`src/design/abn_enc_defines.svh`:
```
// Purpose: constants for the quadrature encoder counter
// Assumes: included by the design files by bare name
// Notes: register offsets are word indexes on the Avalon address
`ifndef ABN_ENC_DEFINES_SVH
`define ABN_ENC_DEFINES_SVH

// Register word indexes
`define ENC_OFS_MODE 3'h0
`define ENC_OFS_INCR 3'h1
`define ENC_OFS_POS 3'h2
`define ENC_OFS_LATCH 3'h3
`define ENC_OFS_STATUS 3'h4
`define ENC_OFS_MASK 3'h5
`define ENC_OFS_DEVLIM 3'h6

// Status and mask bit positions
`define ENC_ST_INDEX_CLR 0
`define ENC_ST_DEVIATION 1

// Reset values
`define ENC_RST_MODE 9'h000
`define ENC_RST_INCR 32'h0001_0000
`define ENC_RST_DEVLIM 32'hFFFF_FFFF

// Timing and arithmetic
`define ENC_FILT_CYCLES 3
`define ENC_DEC_BASE 17'h02710

`endif

```
`src/design/abn_enc_pkg.sv`:
```
// Purpose: shared types of the quadrature encoder counter
// Assumes: nothing beyond SystemVerilog
// Notes: mode_t is the layout of the mode register, bit 0 lowest
package abn_enc_pkg;

  // Mode register fields, MSB first
  typedef struct packed {
    logic decimal;  // Bit 8: decimal fraction format
    logic inv_b;    // Bit 7: B channel active low
    logic inv_a;    // Bit 6: A channel active low
    logic clr_enc;  // Bit 5: index clears the position
    logic clr_once; // Bit 4: act on next index only
    logic clr_cont; // Bit 3: act on every index
    logic pol_n;    // Bit 2: index active level
    logic pol_b;    // Bit 1: B level that qualifies index
    logic pol_a;    // Bit 0: A level that qualifies index
  } mode_t;

endpackage

```
`src/design/abn_encoder_counter.sv`:
```
// Purpose: ABN quadrature encoder counter with index clear and latch
// Assumes: Avalon-MM slave on SYS_CLK, word addressing
// Notes: encoder pins are filtered and synchronised before use
`timescale 1ns/10ps
`include "abn_enc_defines.svh"

// Notes on behaviour
// - Accepted index clears or latches the position
// - Continuous mode acts on every accepted index
// - Single-shot mode acts once, then disarms itself
// - Index accepted only at selected A/B levels
// - Clear needs clear bit and an armed mode
// - Each A or B change adds or subtracts increment
// - Binary increment is signed 16.16 fixed point
// - Decimal fraction counts ten-thousandths, wraps at 10000
// - Negative increment reverses counting direction
// - Position always readable; selectable input polarities
// - Index clear sets a readable status flag
// - Accepted index copies position into latch
// - Edge rate limited to two thirds clock
// - Pulses under three clocks are suppressed
// - Deviation beyond limit raises step-loss interrupt
module abn_encoder_counter (
  // Clock and reset
  input wire logic SYS_CLK,
  input wire logic RESET_N,
  // Avalon-MM slave
  input wire logic [2:0] ADDRESS,
  input wire logic READ,
  input wire logic WRITE,
  input wire logic [31:0] WRITEDATA,
  input wire logic [3:0] BYTEENABLE,
  output logic [31:0] READDATA,
  output logic WAITREQUEST,
  // Encoder pins
  input wire logic ENC_A,
  input wire logic ENC_B,
  input wire logic ENC_N,
  // Motor position for deviation check
  input wire logic [31:0] MOTOR_POS,
  // Results
  output logic [31:0] ENC_POS,
  output logic IRQ
);
  typedef struct packed {
    abn_enc_pkg::mode_t mode;
    logic [31:0] incr;
    logic [31:0] pos_int;
    logic [15:0] pos_frac;
    logic [31:0] latch;
    logic [1:0] status;
    logic [1:0] mask;
    logic [31:0] dev_limit;
    logic [1:0] ab_prev;
    logic idx_prev;
    logic rd_done;
    logic [31:0] rdata;
  } state_t;

  state_t st;
  state_t next_st;
  logic [2:0] pins;
  logic [2:0] filt;
  logic a;
  logic b;
  logic n_act;
  logic one_change;
  logic fwd;
  logic step;
  logic idx_qual;
  logic idx_trig;
  logic [31:0] sum_int;
  logic [15:0] sum_frac;
  logic [32:0] diff;
  logic [31:0] dev_abs;
  logic dev_ev;
  logic wr_pos;
  logic rd_take;
  logic [31:0] rd_mux;

  // Byte-lane merge of a write into a register value
  function automatic logic [31:0] merge(input logic [31:0] old,
                                        input logic [31:0] wd,
                                        input logic [3:0] be);
    logic [31:0] r;
    r = old;
    for (int i = 0; i < 4; i++) begin
      if (be[i]) begin
        r[8*i +: 8] = wd[8*i +: 8];
      end
    end
    return r;
  endfunction

  // Spike filter on each encoder pin
  assign pins = {ENC_N, ENC_B, ENC_A};
  genvar g;
  generate
    for (g = 0; g < 3; g++) begin : g_filt
      enc_glitch_filter #(
        .FILT_LEN(`ENC_FILT_CYCLES)
      ) u_filt (
        .clk(SYS_CLK),
        .rst_n(RESET_N),
        .raw(pins[g]),
        .filtered(filt[g])
      );
    end
  endgenerate

  // Input polarity and quadrature decode
  always_comb begin
    a = filt[0] ^ st.mode.inv_a;
    b = filt[1] ^ st.mode.inv_b;
    n_act = ~(filt[2] ^ st.mode.pol_n);
    one_change = (a ^ st.ab_prev[1]) ^ (b ^ st.ab_prev[0]);
    fwd = a ^ st.ab_prev[0];
    step = one_change;
  end

  // Index qualification and arming
  always_comb begin
    idx_qual = n_act && (a == st.mode.pol_a) && (b == st.mode.pol_b);
    idx_trig = idx_qual && !st.idx_prev
      && (st.mode.clr_cont || st.mode.clr_once);
  end

  // Fixed-point step, sign of increment sets effective direction
  enc_step_adder u_add (
    .pos_int(st.pos_int),
    .pos_frac(st.pos_frac),
    .incr(st.incr),
    .decimal(st.mode.decimal),
    .sub(!fwd),
    .sum_int(sum_int),
    .sum_frac(sum_frac)
  );

  // Motor to encoder mismatch
  always_comb begin
    diff = {MOTOR_POS[31], MOTOR_POS} - {st.pos_int[31], st.pos_int};
    dev_abs = diff[32] ? 32'(-diff) : diff[31:0];
    dev_ev = dev_abs > st.dev_limit;
  end

  // Bus decode: reads take one wait cycle, writes none
  always_comb begin
    wr_pos = WRITE && (ADDRESS == `ENC_OFS_POS);
    rd_take = READ && st.rd_done;
    unique case (ADDRESS)
      `ENC_OFS_MODE: rd_mux = {23'h000000, st.mode};
      `ENC_OFS_INCR: rd_mux = st.incr;
      `ENC_OFS_POS: rd_mux = st.pos_int;
      `ENC_OFS_LATCH: rd_mux = st.latch;
      `ENC_OFS_STATUS: rd_mux = {30'h00000000, st.status};
      `ENC_OFS_MASK: rd_mux = {30'h00000000, st.mask};
      `ENC_OFS_DEVLIM: rd_mux = st.dev_limit;
      default: rd_mux = 32'h00000000;
    endcase
  end

  // Next state
  always_comb begin
    next_st = st;
    next_st.ab_prev = {a, b};
    next_st.idx_prev = idx_qual;
    next_st.rd_done = READ && !st.rd_done;
    if (READ && !st.rd_done) begin
      next_st.rdata = rd_mux;
    end
    if (step) begin
      next_st.pos_int = sum_int;
      next_st.pos_frac = sum_frac;
    end
    if (idx_trig) begin
      next_st.latch = st.pos_int;
      if (st.mode.clr_enc) begin
        next_st.pos_int = 32'h00000000;
        next_st.pos_frac = 16'h0000;
      end
      if (st.mode.clr_once) begin
        next_st.mode.clr_once = 1'b0;
      end
    end
    // Read clears only the status bits that were returned
    if (rd_take && (ADDRESS == `ENC_OFS_STATUS)) begin
      next_st.status = st.status & ~st.rdata[1:0];
    end
    // Hardware events win over the read clear
    if (idx_trig && st.mode.clr_enc) begin
      next_st.status[`ENC_ST_INDEX_CLR] = 1'b1;
    end
    if (dev_ev) begin
      next_st.status[`ENC_ST_DEVIATION] = 1'b1;
    end
    if (WRITE) begin
      unique case (ADDRESS)
        `ENC_OFS_MODE: next_st.mode = 9'(merge({23'h000000, st.mode}, WRITEDATA, BYTEENABLE));
        `ENC_OFS_INCR: next_st.incr = merge(st.incr, WRITEDATA, BYTEENABLE);
        `ENC_OFS_POS: begin
          next_st.pos_int = merge(st.pos_int, WRITEDATA, BYTEENABLE);
          next_st.pos_frac = 16'h0000;
        end
        `ENC_OFS_MASK: next_st.mask = 2'(merge({30'h0, st.mask}, WRITEDATA, BYTEENABLE));
        `ENC_OFS_DEVLIM: next_st.dev_limit = merge(st.dev_limit, WRITEDATA, BYTEENABLE);
        default: next_st.mode = st.mode;
      endcase
    end
  end

  // State register with synchronous reset
  always_ff @(posedge SYS_CLK) begin
    if (!RESET_N) begin
      st <= '0;
      st.mode <= `ENC_RST_MODE;
      st.incr <= `ENC_RST_INCR;
      st.dev_limit <= `ENC_RST_DEVLIM;
    end else begin
      st <= next_st;
    end
  end

  // Outputs
  assign READDATA = st.rdata;
  assign WAITREQUEST = READ && !st.rd_done;
  assign ENC_POS = st.pos_int;
  assign IRQ = |(st.status & st.mask);
endmodule

```
`src/design/enc_glitch_filter.sv`:
```
// Purpose: two-stage synchroniser and spike filter for one encoder pin
// Assumes: pin is asynchronous to clk
// Notes: a level is taken only after FILT_LEN equal samples
`timescale 1ns/10ps
`include "abn_enc_defines.svh"
module enc_glitch_filter #(
  parameter int FILT_LEN = `ENC_FILT_CYCLES
) (
  // Clock and reset
  input wire logic clk,
  input wire logic rst_n,
  // Pin and filtered level
  input wire logic raw,
  output logic filtered
);
  typedef struct packed {
    logic s1;
    logic s2;
    logic [3:0] cnt;
    logic out;
  } filt_t;

  filt_t st;
  filt_t next_st;

  // Count samples that differ from the output, restart on agreement
  always_comb begin
    next_st = st;
    next_st.s1 = raw;
    next_st.s2 = st.s1;
    if (st.s2 == st.out) begin
      next_st.cnt = 4'h0;
    end else if (st.cnt == 4'(FILT_LEN - 1)) begin
      next_st.out = st.s2;
      next_st.cnt = 4'h0;
    end else begin
      next_st.cnt = st.cnt + 4'h1;
    end
  end

  // State register
  always_ff @(posedge clk) begin
    if (!rst_n) begin
      st <= '0;
    end else begin
      st <= next_st;
    end
  end

  assign filtered = st.out;
endmodule

```
`src/design/enc_step_adder.sv`:
```
// Purpose: adds or subtracts the increment to the position
// Assumes: decimal fraction inputs stay within 0 to 9999
// Notes: purely combinational
`timescale 1ns/10ps
`include "abn_enc_defines.svh"
module enc_step_adder (
  // Present position and increment
  input wire logic [31:0] pos_int,
  input wire logic [15:0] pos_frac,
  input wire logic [31:0] incr,
  input wire logic decimal,
  input wire logic sub,
  // New position
  output logic [31:0] sum_int,
  output logic [15:0] sum_frac
);
  logic [47:0] bin;
  logic [47:0] ext;
  logic [16:0] f;
  logic [31:0] ci;
  logic carry;

  // Binary 16.16 or decimal fraction in ten-thousandths
  always_comb begin
    ext = {{16{incr[31]}}, incr};
    bin = sub ? {pos_int, pos_frac} - ext : {pos_int, pos_frac} + ext;
    ci = {{16{incr[31]}}, incr[31:16]};
    carry = 1'b0;
    if (sub) begin
      f = {1'b0, pos_frac} - {1'b0, incr[15:0]};
      if (f[16]) begin
        f = f + `ENC_DEC_BASE;
        carry = 1'b1;
      end
    end else begin
      f = {1'b0, pos_frac} + {1'b0, incr[15:0]};
      if (f >= `ENC_DEC_BASE) begin
        f = f - `ENC_DEC_BASE;
        carry = 1'b1;
      end
    end
    if (decimal) begin
      sum_int = sub ? pos_int - ci - {31'h0, carry} : pos_int + ci + {31'h0, carry};
      sum_frac = f[15:0];
    end else begin
      sum_int = bin[47:16];
      sum_frac = bin[15:0];
    end
  end
endmodule

```
`config.mk`:
```
export PLATFORM = sky130hd
export DESIGN_NAME = abn_encoder_counter
export DESIGN_NICKNAME = d
export VERILOG_FILES = /design/src/design/abn_enc_pkg.sv /design/src/design/abn_encoder_counter.sv /design/src/design/enc_glitch_filter.sv /design/src/design/enc_step_adder.sv
export VERILOG_INCLUDE_DIRS = /design/src /design/src/design
export SDC_FILE = /design/constraint.sdc
export NUM_CORES = 1
export LEC_CHECK = 0
export BUFFER_PORTS_ARGS = -buffer_cell sky130_fd_sc_hd__buf_2
export CORE_MARGIN = 4
export CORE_UTILIZATION = 37
export DETAILED_ROUTE_END_ITERATION = 8
export PLACE_DENSITY = 0.51
export SYNTH_ARGS = -nofsm -noshare
export SYNTH_HDL_FRONTEND = slang
export SYNTH_SLANG_ARGS = --single-unit
```
`constraint.sdc`:
```
create_clock -name SYS_CLK -period 9.01 [get_ports SYS_CLK]
set_input_delay 1.3515 -clock SYS_CLK [delete_from_list [all_inputs] [get_ports SYS_CLK]]
set_output_delay 1.3515 -clock SYS_CLK [all_outputs]
set_load 0.05 [all_outputs]
```
; After elaboration in Yosys (flattened, before gate mapping)
; Index checks and enable logic that the tools add are counted.
; W data, S select, Z words.
[op_classes]
addsub = 15
mul = 0
n_div = 0
n_lt_le_gt_ge = 2
eq_ne = 20
shift = 0
muxes = 32
bitwise_logic = 16
reduce_logical = 34
[ops]
columns = op, n
row1 = $pmux W32 S7, 1
row2 = $mux W48, 4
row3 = $mux W32, 4
row4 = $mux W85, 1
row5 = $mux W80, 1
row6 = $mux W16, 4
row7 = $mux W8, 8
row8 = $add A48 B48 Y48, 1
row9 = $sub A48 B48 Y48, 1
row10 = $sub A32 B32 Y33, 1
row11 = $add A32 B1 Y32, 1
row12 = $add A32 B32 Y32, 1
row13 = $gt A32 B32 Y1, 1
row14 = $neg A32 Y32, 1
row15 = $sub A32 B1 Y32, 1
row16 = $sub A32 B32 Y32, 1
row17 = $reduce_and A3 Y1, 9
row18 = $pmux W9 S2, 1
row19 = $add A16 B16 Y17, 1
row20 = $ge A17 B14 Y1 const B, 1
row21 = $sub A16 B16 Y17, 1
row22 = $add A16 B14 Y16 const B, 1
row23 = $sub A16 B14 Y16 const B, 1
row24 = $ne A3 B3 Y1 const B, 5
row25 = other kinds (23), 67
[totals]
ff_bits = 214
latch_bits = 0
ramBits = 0
mem_bits_ro = 0
input_bits = 78
output_inout_bits = 66
wordCells = 161
n_memories = 0

; Logic depth before layout (Yosys ltp)
; Gate-level depths: netlist of the first run.
[depth]
depth_word = 12
depth_mapped = 31
depth_no_buf = 29

; By module
; Synthesis of the first run repeated with hierarchy kept, for this count alone.
[hier_totals]
hier_cells = 3139
area_unflattened_um2 = 23182.2
[modules_own_cells]
columns = mod, instances, cells_per_inst, area_per_inst_um2, seq_area_each_um2
row1 = abn_encoder_counter, 1, 1611, 12577.1, 3863.7
row2 = enc_step_adder, 1, 1456, 9813.2, 0.0
row3 = enc_glitch_filter, 3, 24, 264.0, 140.1

; Worst setup path before layout of the first run
; No wires, ideal clock.
[synth_path]
kind = register to register
startpoint = register, netlist name st[157]
endpoint = register st (netlist bit ENC_POS[30])
setup_time_ns = 0.133
t_arrival_ns = 6.674
required_ns = 8.877
path_slack_ns = 2.203
path_stages_with_launch = 32
path_buffers = 3
synth_period_minus_slack_ns = 6.807
path_cell_list = dfxtp_1 > clkbuf_1 > inv_1 > ha_1 > buf_2 > nor2_1 > a2111oi_1 > o22ai_1 > xor2_1 > o311ai_1 > a2111o_1 > a21o_1 > clkbuf_1 > nor2_1 > o21a_1 > inv_1 > fa_1 > inv_1 > ha_1 > nor2_1 > fa_1 > nand2_1 > a31oi_1 > o311ai_0 > nand2_1 > o21ai_0 > a221o_1 > a21oi_1 > o21ai_0 > xor2_1 > a211oi_1 > o22ai_1
[synth_between]
elab_chain_cells = 12
word_cells_on_any_way = 18
classes_between = 6 x add/sub / 1 x order compare / 11 x mux
[synth_rtl]
columns = item, line_no
row1 = $add A16 B16 Y17, enc_step_adder.sv:36  ; f = {1'b0, pos_frac} + {1'b0, incr[15:0]};
row2 = $ge A17 B14 Y1 (no source line), -
row3 = $mux W1, enc_step_adder.sv:37  ; if (f >= `ENC_DEC_BASE) begin
row4 = $mux W1, enc_step_adder.sv:29  ; if (sub) begin
row5 = $sub A32 B1 Y32 or $add A32 B1 Y32 (tied branches), enc_step_adder.sv:43  ; sum_int = sub ? pos_int - ci - {31'h0, carry} : pos_int + ci + {31'h0, carry};
row6 = $mux W32, enc_step_adder.sv:43
row7 = $mux W32 *, enc_step_adder.sv:42  ; if (decimal) begin
row8 = $mux W48 *, abn_encoder_counter.sv:171  ; if (step) begin
row9 = $mux W48, abn_encoder_counter.sv:177  ; if (st.mode.clr_enc) begin
row10 = $mux W80 *, abn_encoder_counter.sv:175  ; if (idx_trig) begin
row11 = $mux W48, abn_encoder_counter.sv:197  ; unique case (ADDRESS)
row12 = $mux W85 *, abn_encoder_counter.sv:196  ; if (WRITE) begin
row13 = end signal: assignment, abn_encoder_counter.sv:219  ; st <= next_st;
row14 = end: declaration, abn_encoder_counter.sv:60  ; state_t st;
; Every way passes the cells marked *; elsewhere a longest branch is shown, timed or not.
; A chain may end at the register's enable or synchronous reset.

; Worst setup path in the final report of the first run
[layout_path]
startpoint = register, netlist name st[156]
endpoint = register st (netlist bit ENC_POS[30])
[layout_between]
elab_chain_cells = 12
word_cells_on_any_way = 18
classes_between = 6 x add/sub / 1 x order compare / 11 x mux
[layout_rtl]
columns = item, line_no
row1 = $add A16 B16 Y17, enc_step_adder.sv:36
row2 = $ge A17 B14 Y1 (no source line), -
row3 = $mux W1, enc_step_adder.sv:37
row4 = $mux W1, enc_step_adder.sv:29
row5 = $sub A32 B1 Y32 or $add A32 B1 Y32 (tied branches), enc_step_adder.sv:43
row6 = $mux W32, enc_step_adder.sv:43
row7 = $mux W32 *, enc_step_adder.sv:42
row8 = $mux W48 *, abn_encoder_counter.sv:171
row9 = $mux W48, abn_encoder_counter.sv:177
row10 = $mux W80 *, abn_encoder_counter.sv:175
row11 = $mux W48, abn_encoder_counter.sv:197
row12 = $mux W85 *, abn_encoder_counter.sv:196
; Marked as above.

==> results.md, run 1 <==
- Worst skew pair latency: 600 ps
- Final hold viol count: 0
- Routed vias: 22,800
- Width of the die: 255 um
- First-pass iteration count of the detailed router: 5
- Average wire length per cell after detail routing: 23.4 um
- Routability congestion estimate from global placement: 0.967
- Number of unique standard cell types used by synthesis: 88
- Outcome: finished, final reports clean
- Number of setup buffers added after CTS: 0
- Die area: 0.0651 mm^2
- Peak supply drop: 0.150 mV
- Library cell used as clock root buffer: clkbuf_16
- Count of nets after finishing: 3,365
- Clock tree from TritonCTS: done
- Category of the most critical setup path: reg2reg
- Initial detailed-routing violation count: 1,912
- Power density of the placed cells: 161 mW/mm^2
- Highest-delay cell along the critical path: o311ai_0
- Final Setup Violations: 0
- Combined area of the multi-input logic cells: 0.0166 mm^2
- Post-route cell area: 0.0245 mm^2
- Period utilization: 0.925
- Detailed-placement wirelength estimate: 70.9 mm
- Hold Path Class: reg2reg
- Fin Hold WS: 442 ps
- Proportion of layout cells with a drive suffix above 1: 0.0928
- Final number of max-transition violations: 0
- Leakage: 10.4 nW
- CTS buffer count: 28
- Initial core utilization: 0.374
- Async SR Flop Fraction: 0
- H-tree lvl count: 1
- Cell Area, Synth: 0.0226 mm^2
- Synthesized instance count: 3,032
- Via count of the first global-routing pass: 21,700
- Setup TNS: 0 ps
- Number of hold-repair buffers added at the cts stage: 0
- Ant diodes: 0
- Total routed wirelength: 89.8 mm
- Most used cells in the layout excluding fill and tap cells: a21oi_1, nor2_1, nand2_1
- Post-Route Utilization: 0.406
- Total overflow reported by the global router: 0
- Achievable Freq: 120 MHz
- Chip Height: 255 um
- Critical path origin: st[156]
- Delay of the slowest cell on the worst path: 710 ps
- Synthesis-to-layout area growth: 8.59%
- Count of clock tree sinks: 214
- Worst Setup End Kind: flip-flop
- Wire length of the first global-routing pass: 133 mm
- Clock-pin slew on the worst setup and hold paths: 60 ps
- DRC errors left: 0
- Input/output buffers: 143
- Overall global routing resource usage: 0.264
- Launching point of the worst reg2reg path: st[156]
- Most frequent standard cell in the layout excluding fill and tap cells: a21oi_1
- RSZ-0062 raised after global routing: no
- R2R Path End: ENC_POS[30]
- Total core area: 0.0604 mm^2
- IO Pins: 144
- Slack of the worst reg-to-reg path: 680 ps
- Syn Area/Cell: 7.45 um^2
- Worst Setup EP: ENC_POS[30]
- Tightest Pin Transition: 1230 ps
- Setup skew after layout: 41.0 ps
- Count of instances resized after the clock tree is built: 0
- Nature of the critical path startpoint: flip-flop
- Register area: 0.00429 mm^2
- Worst Reg-to-Reg Cells: 29
- Clock period minus worst slack: 8330 ps
- Max cap viols: 0
- Critical Path AT: 8740 ps
- Worst slew margin relative to its limit: 0.166
- Largest net degree at the start of global routing: 86
- Area after DPL: 0.0236 mm^2
- FF+latch count, synth: 214
- Count of filler cells inserted in the layout: 6,366
- Peak fanout along the critical path: 11
- Number of enable-type register cells in the synthesized netlist: 0
- Vias/cell: 5.95
- Primary FF master, synth: dfxtp_1
- Sequential element share of the synthesized area: 0.190
- Max clock buf depth: 3
- Req. time, crit path: 9410 ps
- Number of nets in the synthesized netlist: 3,360
- # rows: 90
- Yosys warning total: 0
- Initial antenna violation count: 2
- Antenna viol nets, final: 0
-- flip-flops by register name, summed over array words and instances, names as in the netlist --
name,count
ENC_POS,32
READDATA,32
g_filt.u_filt.filtered,3
g_filt.u_filt.next_st,3
g_filt.u_filt.st,15
st,129
-- stage by stage --
step	instances	setup slack, ps	power [mW]
after floorplan	3032	2200	2.33
after global placement	3789	1090	2.76
after detailed placement	3789	931	2.77
after CTS	3841	821	3.95
after global routing	3841	81.9	4.18
final	3841	675	3.95
-- cells in the mapped netlist (22+ instances only) --
cell type,count,area (um^2)
a211oi_1,28,210
a21o_1,49,368
a21oi_1,309,1550
a22oi_1,52,390
a31oi_1,30,188
and2_1,23,144
and3_1,34,213
buf_4,64,480
clkbuf_1,121,454
dfxtp_1,214,4280
ha_1,242,3030
inv_1,196,736
mux2i_1,68,681
nand2_1,260,976
nand2b_1,26,163
nand3_1,62,310
nand4_1,33,206
nor2_1,284,1070
nor2b_1,33,206
nor3_1,40,200
o211ai_1,76,571
o21a_1,31,233
o21ai_0,173,866
o21bai_1,22,165
o221ai_1,22,193
or3_1,23,144
xnor2_1,166,1450
xor2_1,76,666
-- report_power, final --
part,leakage (nW),internal (mW),switching [mW],total [mW]
Sequential,1.73,0.974,0.0604,1.03
Clock,0.456,0.674,0.497,1.17
Combinational,8.22,0.680,1.06,1.75
-- per-layer routing --
metal  GRT usage  wire [um]  share of wire  vias to the layer above
met3      0.0316       5170          0.058                      168
met2       0.434      41200           0.46                      788
met1       0.354      39400           0.44                    11000
met4       0.101       4020          0.045                        2
li1            -          -              -                    10900
met5           0          6       0.000067                        -
-- kinds of logic (layout without fill, tap and decap cells) --
family,after synthesis,in the layout,synth area share
AOI/OAI and AO/OA,965,965,0.276
muxes,76,76,0.0376
adders and majority gates,250,250,0.141
xor gates and xnor gates,242,242,0.0938
buffers and inverters,403,430,0.0781
and+or+nand+nor,882,882,0.183
DFF,214,214,0.190
-- worst min-delay path by stage --
stage	slack, ps	cells after the start	startpoint	to
2_1_floorplan	410	1	g_filt[0].u_filt.next_st[5]	g_filt[0].u_filt.st[5]
3_3_place_gp	420	1	g_filt[1].u_filt.next_st[5]	g_filt[1].u_filt.st[5]
3_5_place_dp	430	1	g_filt[1].u_filt.next_st[5]	g_filt[1].u_filt.st[5]
4_1_cts	440	1	g_filt[1].u_filt.next_st[5]	g_filt[1].u_filt.st[5]
5_1_grt	470	1	g_filt[1].u_filt.next_st[5]	g_filt[1].u_filt.st[5]
6_report	440	1	g_filt[1].u_filt.next_st[5]	g_filt[1].u_filt.st[5]
-- area by class of cell --
class                           instances  share of cell area
Inverter                              198              0.0304
Sequential cell                       214               0.175
Clock buffer                           38              0.0321
Timing Repair Buffer                  180              0.0405
Multi-Input combinational cell       2415               0.676
Tap cell                              782              0.0399
Clock inverter                         14             0.00612
-- critical path, delay by kind of cell (launching register included) --
kind	cells	cell delay (ps)
flip-flops	1	450
AO/OA/AOI/OAI	14	4120
AND/OR/NAND/NOR	5	1160
XOR/XNOR	2	470
adder cells (fa/ha/maj)	4	1510
buffers and inverters	4	410
(Power assumes the default switching activity.)
==> run 2, diff against run 1 <==
--- a/config.mk
+++ b/config.mk
@@ -7,6 +7,7 @@
 export NUM_CORES = 1
 export LEC_CHECK = 0
 export BUFFER_PORTS_ARGS = -buffer_cell sky130_fd_sc_hd__buf_2
+export CORE_ASPECT_RATIO = 0.9
 export CORE_MARGIN = 4
 export CORE_UTILIZATION = 37
 export DETAILED_ROUTE_END_ITERATION = 8
==> results.md, run 2 (synthesis gave the netlist of run 1 again) <==
- Total core area: 0.0601 mm^2 (-0.45%)
- Clock-pin slew on the worst setup and hold paths: 60 ps (about the same)
- Req. time, crit path: 9480 ps (+70 ps)
- Number of setup buffers added after CTS: 0 (unchanged)
- Highest-delay cell along the critical path: o41ai_1
- Total routed wirelength: 89.1 mm (-0.77%)
- Clock tree from TritonCTS: done
- Setup TNS: 0 ps (unchanged)
- Clock period minus worst slack: 8250 ps (-82.9 ps)
- Chip Height: 242 um (-5.0%)
- Max FFs per register: 129 (unchanged)
- Nature of the critical path startpoint: flip-flop
- # rows: 85 (-5.6%)
- Period utilization: 0.916 (-0.00920)
- Hold Path Class: reg2reg
- Count of instances resized after the clock tree is built: 0 (unchanged)
- Via count of the first global-routing pass: 21,300 (-1.9%)
- Design Power: 4.03 mW (+2.1%)
- Cell repeated most along the worst path: inv_1
- Register area: 0.00429 mm^2 (about the same)
- Overall global routing resource usage: 0.260 (-0.00319)
- Worst Path Buf+Inv: 3 (-1)
- Count of filler cells inserted in the layout: 6,267 (-1.6%)
- Category of the most critical setup path: reg2reg
- Count of nets after finishing: 3,367 (+0.059%)
- RSZ-0062 raised after global routing: no
- Width of the die: 268 um (+5.2%)
- Max clock buf depth: 3 (unchanged)
- Count of clock tree sinks: 214 (unchanged)
- Outcome: finished, final reports clean
- Tightest Pin Transition: 1320 ps (+81.6 ps)
- Vias/cell: 5.97 (+0.42%)
- Average wire length per cell after detail routing: 23.1 um (-0.95%)
- Input/output buffers: 143 (unchanged)
- Area after DPL: 0.0236 mm^2 (about the same)
- Final hold viol count: 0 (unchanged)
- H-tree lvl count: 1 (unchanged)
- Initial detailed-routing violation count: 2,002 (+4.7%)
- Setup skew after layout: 12.8 ps (-28.3 ps)
- Synthesis-to-layout area growth: 9.03%
- Library cell used as clock root buffer: clkbuf_16
- Critical Path AT: 8720 ps (-20 ps)
- Leakage: 10.4 nW (+0.39%)
- Total overflow reported by the global router: 0 (unchanged)
- Peak fanout along the critical path: 10 (-1)
- Initial antenna violation count: 3 (+1)
- Proportion of layout cells with a drive suffix above 1: 0.0947 (+0.00184)
- Final Setup Violations: 0 (unchanged)
- Power density of the placed cells: 164 mW/mm^2 (+1.7%)
- Final number of max-transition violations: 0 (unchanged)
- First-pass iteration count of the detailed router: 6 (+1)
- Most frequent standard cell in the layout excluding fill and tap cells: a21oi_1
- Most used cells in the layout excluding fill and tap cells: a21oi_1, nor2_1, nand2_1
- Wire length of the first global-routing pass: 133 mm (-0.41%)
- Number of hold-repair buffers added at the cts stage: 0 (unchanged)
- Largest net degree at the start of global routing: 78 (-9.3%)
- Routed vias: 23,000 (+0.60%)
- Initial core utilization: 0.376 (+0.00168)
- Delay of the slowest cell on the worst path: 730 ps (+20 ps)
- Count of non-filler cells in the finished layout: 3,848 (+0.18%)
- IO Pins: 144 (unchanged)
- DRC errors left: 0 (unchanged)
- Max cap viols: 0 (unchanged)
- Worst path top cell family by delay: compound AO/OA/AOI/OAI gates
- Worst skew pair latency: 590 ps (about the same)
- Antenna viol nets, final: 0 (unchanged)
- Register with the most flip-flops: st
- Post-route cell area: 0.0246 mm^2 (+0.41%)
- Cell Count Post-Placement: 3,790 (+0.026%)
- Combined area of the multi-input logic cells: 0.0166 mm^2 (about the same)
- Worst slew margin relative to its limit: 0.114 (-0.0521)
- Peak supply drop: 0.145 mV (-3.7%)
- Achievable Freq: 121 MHz (+1.0%)
- Detailed-placement wirelength estimate: 69.4 mm (-2.1%)
- Routability congestion estimate from global placement: 0.947 (-2.0%)
- Fin Hold WS: 435 ps (-6.77 ps)
- Worst Setup End Kind: flip-flop
- CTS buffer count: 30 (+7.1%)
- Die area: 0.0651 mm^2 (about the same)
-- run 2: cell types whose count changed in the layout (fill, tap and decap cells not counted), moves of 2 or more --
cell,change
inv_6,-2
clkbuf_16,+3
clkinv_2,-2
clkinv_4,+5
diode_2,+2
-- run 2: routing by layer --
metal	GRT usage	vias to the layer above	share of wire	wire (um)
met5	0	-	0	0
met1	0.378	11100	0.47	41900
met3	0.0253	157	0.059	5250
met4	0.0739	0	0.033	2950
met2	0.409	861	0.44	39000
li1	-	10900	-	-
-- run 2: worst paths after layout --
path / from / endpoint / cells after the start / slack, ps
setup / recovery: st[157] / ENC_POS[28] / 26 / 760
hold reg to reg: g_filt[1].u_filt.next_st[5] / g_filt[1].u_filt.st[5] / 1 / 440
hold / removal: g_filt[1].u_filt.next_st[5] / g_filt[1].u_filt.st[5] / 1 / 440
setup reg to reg: st[157] / ENC_POS[28] / 26 / 760
-- run 2: area by class of cell --
class                   count  share of cell area
multi-input cells        2415               0.674
flip-flops and latches    214               0.174
repair buffers            180              0.0402
well taps                 783              0.0398
clock buffers              40              0.0349
inverters                 198              0.0303
clock inverters            16             0.00686
diodes                      2            0.000203
-- run 2: report_power, final --
part / total (mW) / leakage (nW) / internal (mW) / switching [mW]
sequential: 1.03 / 1.73 / 0.974 / 0.0546
combinational: 1.75 / 8.22 / 0.685 / 1.06
clock: 1.26 / 0.494 / 0.732 / 0.527
-- run 2: worst reg2reg max path, cell delays in order, from the launching register on --
cell and delay (ps):
dfxtp_1 510, inv_1 90, ha_1 470, nor2_1 180
a2111oi_1 610, o22ai_1 190, xor2_1 370, o311ai_1 290
a2111o_1 530, a21o_1 310, nor2_1 570, o21a_1 270
inv_1 70, fa_1 380, inv_1 90, fa_1 200
o21ba_2 140, or4_1 100, o2111ai_1 170, a211oi_1 620
nor4b_1 160, o41ai_1 730, nor4bb_1 160, a211oi_1 320
xnor2_1 160, a21oi_1 80, a221o_1 370
-- run 2: metrics by stage --
step | utilization | worst slack [ps]
after floorplan | - | 2200
after global placement | 0.393 | 1100
after detailed placement | 0.393 | 853
after CTS | 0.410 | 836
after global routing | 0.410 | 127
final | 0.410 | 758
==> run 3, diff against run 2 <==
--- a/config.mk
+++ b/config.mk
@@ -6,6 +6,7 @@
 export SDC_FILE = /design/constraint.sdc
 export NUM_CORES = 1
 export LEC_CHECK = 0
+export ABC_AREA = 1
 export BUFFER_PORTS_ARGS = -buffer_cell sky130_fd_sc_hd__buf_2
 export CORE_ASPECT_RATIO = 0.9
 export CORE_MARGIN = 4
==> results.md, run 3 <==
- Most common cell in the netlist: nand2_1
- Final hold viol count: 0 (unchanged)
- First-pass iteration count of the detailed router: 5 (-1)
- Number of hold-repair buffers added at the cts stage: 0 (unchanged)
- Most used cells in the layout excluding fill and tap cells: nand2_1, inv_1, a21oi_1
- Req. time, crit path: 9500 ps (+20 ps)
- Max clock buf depth: 3 (unchanged)
- Proportion of layout cells with a drive suffix above 1: 0.0734 (-0.0212)
- Chip Height: 252 um (+4.0%)
- Synthesis-to-layout area growth: 7.17%
- Clock period minus worst slack: 6970 ps (-1280 ps)
- Peak supply drop: 0.145 mV (+0.47%)
- Library cell used as clock root buffer: clkbuf_16
- Number of unique standard cell types used by synthesis: 60 (-32%)
- Most frequent standard cell in the layout excluding fill and tap cells: nand2_1
- Max cap viols: 0 (unchanged)
- Count of nets after finishing: 4,383 (+30%)
- Antenna viol nets, final: 0 (unchanged)
- Number of setup buffers added after CTS: 0 (unchanged)
- Total routed wirelength: 106 mm (+19%)
- Routability congestion estimate from global placement: 0.987 (+4.2%)
- Initial detailed-routing violation count: 2,501 (+25%)
- Hold Path Class: reg2reg
- Critical Path AT: 7460 ps (-1260 ps)
- Vias/cell: 5.52 (-7.5%)
- Worst Reg-to-Reg Cells: 35 (+35%)
- Worst slew margin relative to its limit: 0.259 (+0.145)
- Initial core utilization: 0.374 (-0.00226)
- Worst Setup End Kind: flip-flop
- Count of non-filler cells in the finished layout: 4,936 (+28%)
- Clock-pin slew on the worst setup and hold paths: 70 ps (about the same)
- Final Setup Violations: 0 (unchanged)
- Total overflow reported by the global router: 0 (unchanged)
- RSZ-0062 raised after global routing: no
- Fraction of synthesized cell area taken by the top area cell type: 0.175 (-0.0149)
- Largest net degree at the start of global routing: 80 (+2.6%)
- Outcome: finished, final reports clean
- Overall global routing resource usage: 0.288 (+0.0274)
- Width of the die: 279 um (+4.0%)
- Post-route cell area: 0.0263 mm^2 (+6.6%)
- Achievable Freq: 143 MHz (+18%)
- Delay of the slowest cell on the worst path: 790 ps (+60 ps)
- Leakage: 12.8 nW (+23%)
- Highest-delay cell along the critical path: o21ai_0
- Nature of the critical path startpoint: flip-flop
- Most numerous cell types in the synthesized netlist: nand2_1, inv_1, a21oi_1
- Number of nets in the synthesized netlist: 4,367 (+30%)
- Total core area: 0.0656 mm^2 (+9.2%)
- # rows: 89 (+4.7%)
- Tightest Pin Transition: 1110 ps (-210 ps)
- Worst hold path depth: 2 (+1)
- Detailed-placement wirelength estimate: 86.4 mm (+25%)
- Yosys warning total: 0 (unchanged)
- Peak fanout along the critical path: 17 (+7)
- FF+latch count, synth: 214 (unchanged)
- Area after DPL: 0.0255 mm^2 (+8.1%)
- R2R Path End: ENC_POS[30]
- IO Pins: 144 (unchanged)
- Cell Count Post-Placement: 4,892 (+29%)
- Power density of the placed cells: 182 mW/mm^2 (+11%)
- Hold Startpoint: g_filt[1].u_filt.next_st[5]
- Die area: 0.0704 mm^2 (+8.2%)
- Count of clock tree sinks: 214 (unchanged)
- CTS buffer count: 25 (-17%)
- Period utilization: 0.774 (-0.142)
- DRC errors left: 0 (unchanged)
- Final number of max-transition violations: 0 (unchanged)
- Setup skew after layout: 14.8 ps (+2.02 ps)
- Count of instances resized after the clock tree is built: 0 (unchanged)
- Post-Route Utilization: 0.400 (-0.00940)
- Slack of the worst reg-to-reg path: 2040 ps (+1280 ps)
- Synthesized instance count: 4,039 (+33%)
- Setup TNS: 0 ps (unchanged)
- H-tree lvl count: 1 (unchanged)
- Dominant cell type by area after synthesis: dfxtp_1
- Via count of the first global-routing pass: 25,100 (+18%)
- Routed vias: 27,300 (+19%)
- Worst skew pair latency: 560 ps (-30 ps)
- Wire length of the first global-routing pass: 157 mm (+19%)
- Average wire length per cell after detail routing: 21.5 um (-7.3%)
- Category of the most critical setup path: reg2reg
- Launching point of the worst reg2reg path: st[157]
- Sequential element share of the synthesized area: 0.175 (-0.0149)
- Number of enable-type register cells in the synthesized netlist: 0 (unchanged)
- Cell repeated most along the worst path: nand2_1
- Async SR Flop Fraction: 0 (unchanged)
- Initial antenna violation count: 5 (+2)
- Top cells by area, synth: dfxtp_1, nand2_1, ha_1
- Input/output buffers: 143 (unchanged)
- Cell Area, Synth: 0.0245 mm^2 (+8.5%)
- Syn Area/Cell: 6.07 um^2 (-19%)
- Clock tree from TritonCTS: done
- Primary FF master, synth: dfxtp_1
- Max FFs per register: 129 (unchanged)
- Hold Crit Endpoint: g_filt[1].u_filt.st[5]
- Register with the most flip-flops: st
==> run 3: cell count changes after synthesis, moves of 29 or more <==
| cell | previous run | this run |
|---|---|---|
| a21o_1 | 49 | 20 |
| a21oi_1 | 309 | 459 |
| a22oi_1 | 52 | 2 |
| and3_1 | 34 | 1 |
| clkbuf_1 | 121 | 82 |
| inv_1 | 196 | 534 |
| mux2i_1 | 68 | 0 |
| nand2_1 | 260 | 807 |
| nand3_1 | 62 | 261 |
| nor2_1 | 284 | 390 |
| nor2b_1 | 33 | 0 |
| o211ai_1 | 76 | 29 |
| o21ai_0 | 173 | 446 |
| xnor2_1 | 166 | 22 |
==> run 3: cell type report <==
class / count / area [um^2]
fillers: 7376 / 39300
multi-input cells: 3101 / 17200
flip-flops and latches: 214 / 4290
inverters: 549 / 2060
well taps: 864 / 1080
repair buffers: 164 / 876
clock buffers: 32 / 682
clock inverters: 11 / 80.1
diodes: 1 / 2.50
==> run 3: logic make-up (layout without fill, tap and decap cells) <==
group,count (synthesis),after routing,synth area share
other,0,1,0
xor gates and xnor gates,126,126,0.0481
and+or+nand+nor,1624,1624,0.280
AOI/OAI and AO/OA,1101,1101,0.242
DFF,214,214,0.175
buffers and inverters,724,756,0.124
adders and majority gates,250,250,0.130
==> run 3: stage by stage <==
stage / hold slack (ps) / setup WS, ps / total power, mW
after detailed placement: 402 / 2340 / 3.75
final: 412 / 2040 / 4.79
after global placement: 395 / 2380 / 3.76
after global routing: 431 / 1600 / 5.12
after floorplan: 390 / 3790 / 2.96
after CTS: 417 / 2310 / 4.74
==> run 3: critical path: cells and delay by family, from the launching register on <==
family,cells,cell delay (ps)
adder cells (fa/ha/maj),4,1560
buffers and inverters,6,550
AND/OR/NAND/NOR,16,1730
XOR/XNOR,1,260
AO/OA/AOI/OAI,8,2340
flip-flops,1,430
==> run 3: metal layers <==
layer,share of wire,up-vias,global-route usage
met2,0.44,1049,0.461
met3,0.067,181,0.0270
met4,0.035,4,0.0859
li1,-,13400,-
met1,0.46,12600,0.411
met5,0.00028,-,0
==> run 3: power breakdown <==
group,leakage (nW),internal (mW),total (mW),switching (mW)
logic,10.7,0.825,2.73,1.90
clock network,0.381,0.539,0.991,0.452
registers,1.74,0.987,1.07,0.0825
total,12.8,2.35,4.79,2.44
==> run 3: worst max path at each step <==
stage / start / slack [ps] / depth (start not counted) / to
floorplan: st[104] / 3790 / 37 / ENC_POS[22]
finish: st[157] / 2040 / 35 / ENC_POS[30]
CTS: st[157] / 2310 / 35 / ENC_POS[30]
global route: st[157] / 1600 / 33 / ENC_POS[22]
detailed placement: st[157] / 2340 / 35 / ENC_POS[30]
global placement: st[157] / 2380 / 33 / ENC_POS[22]
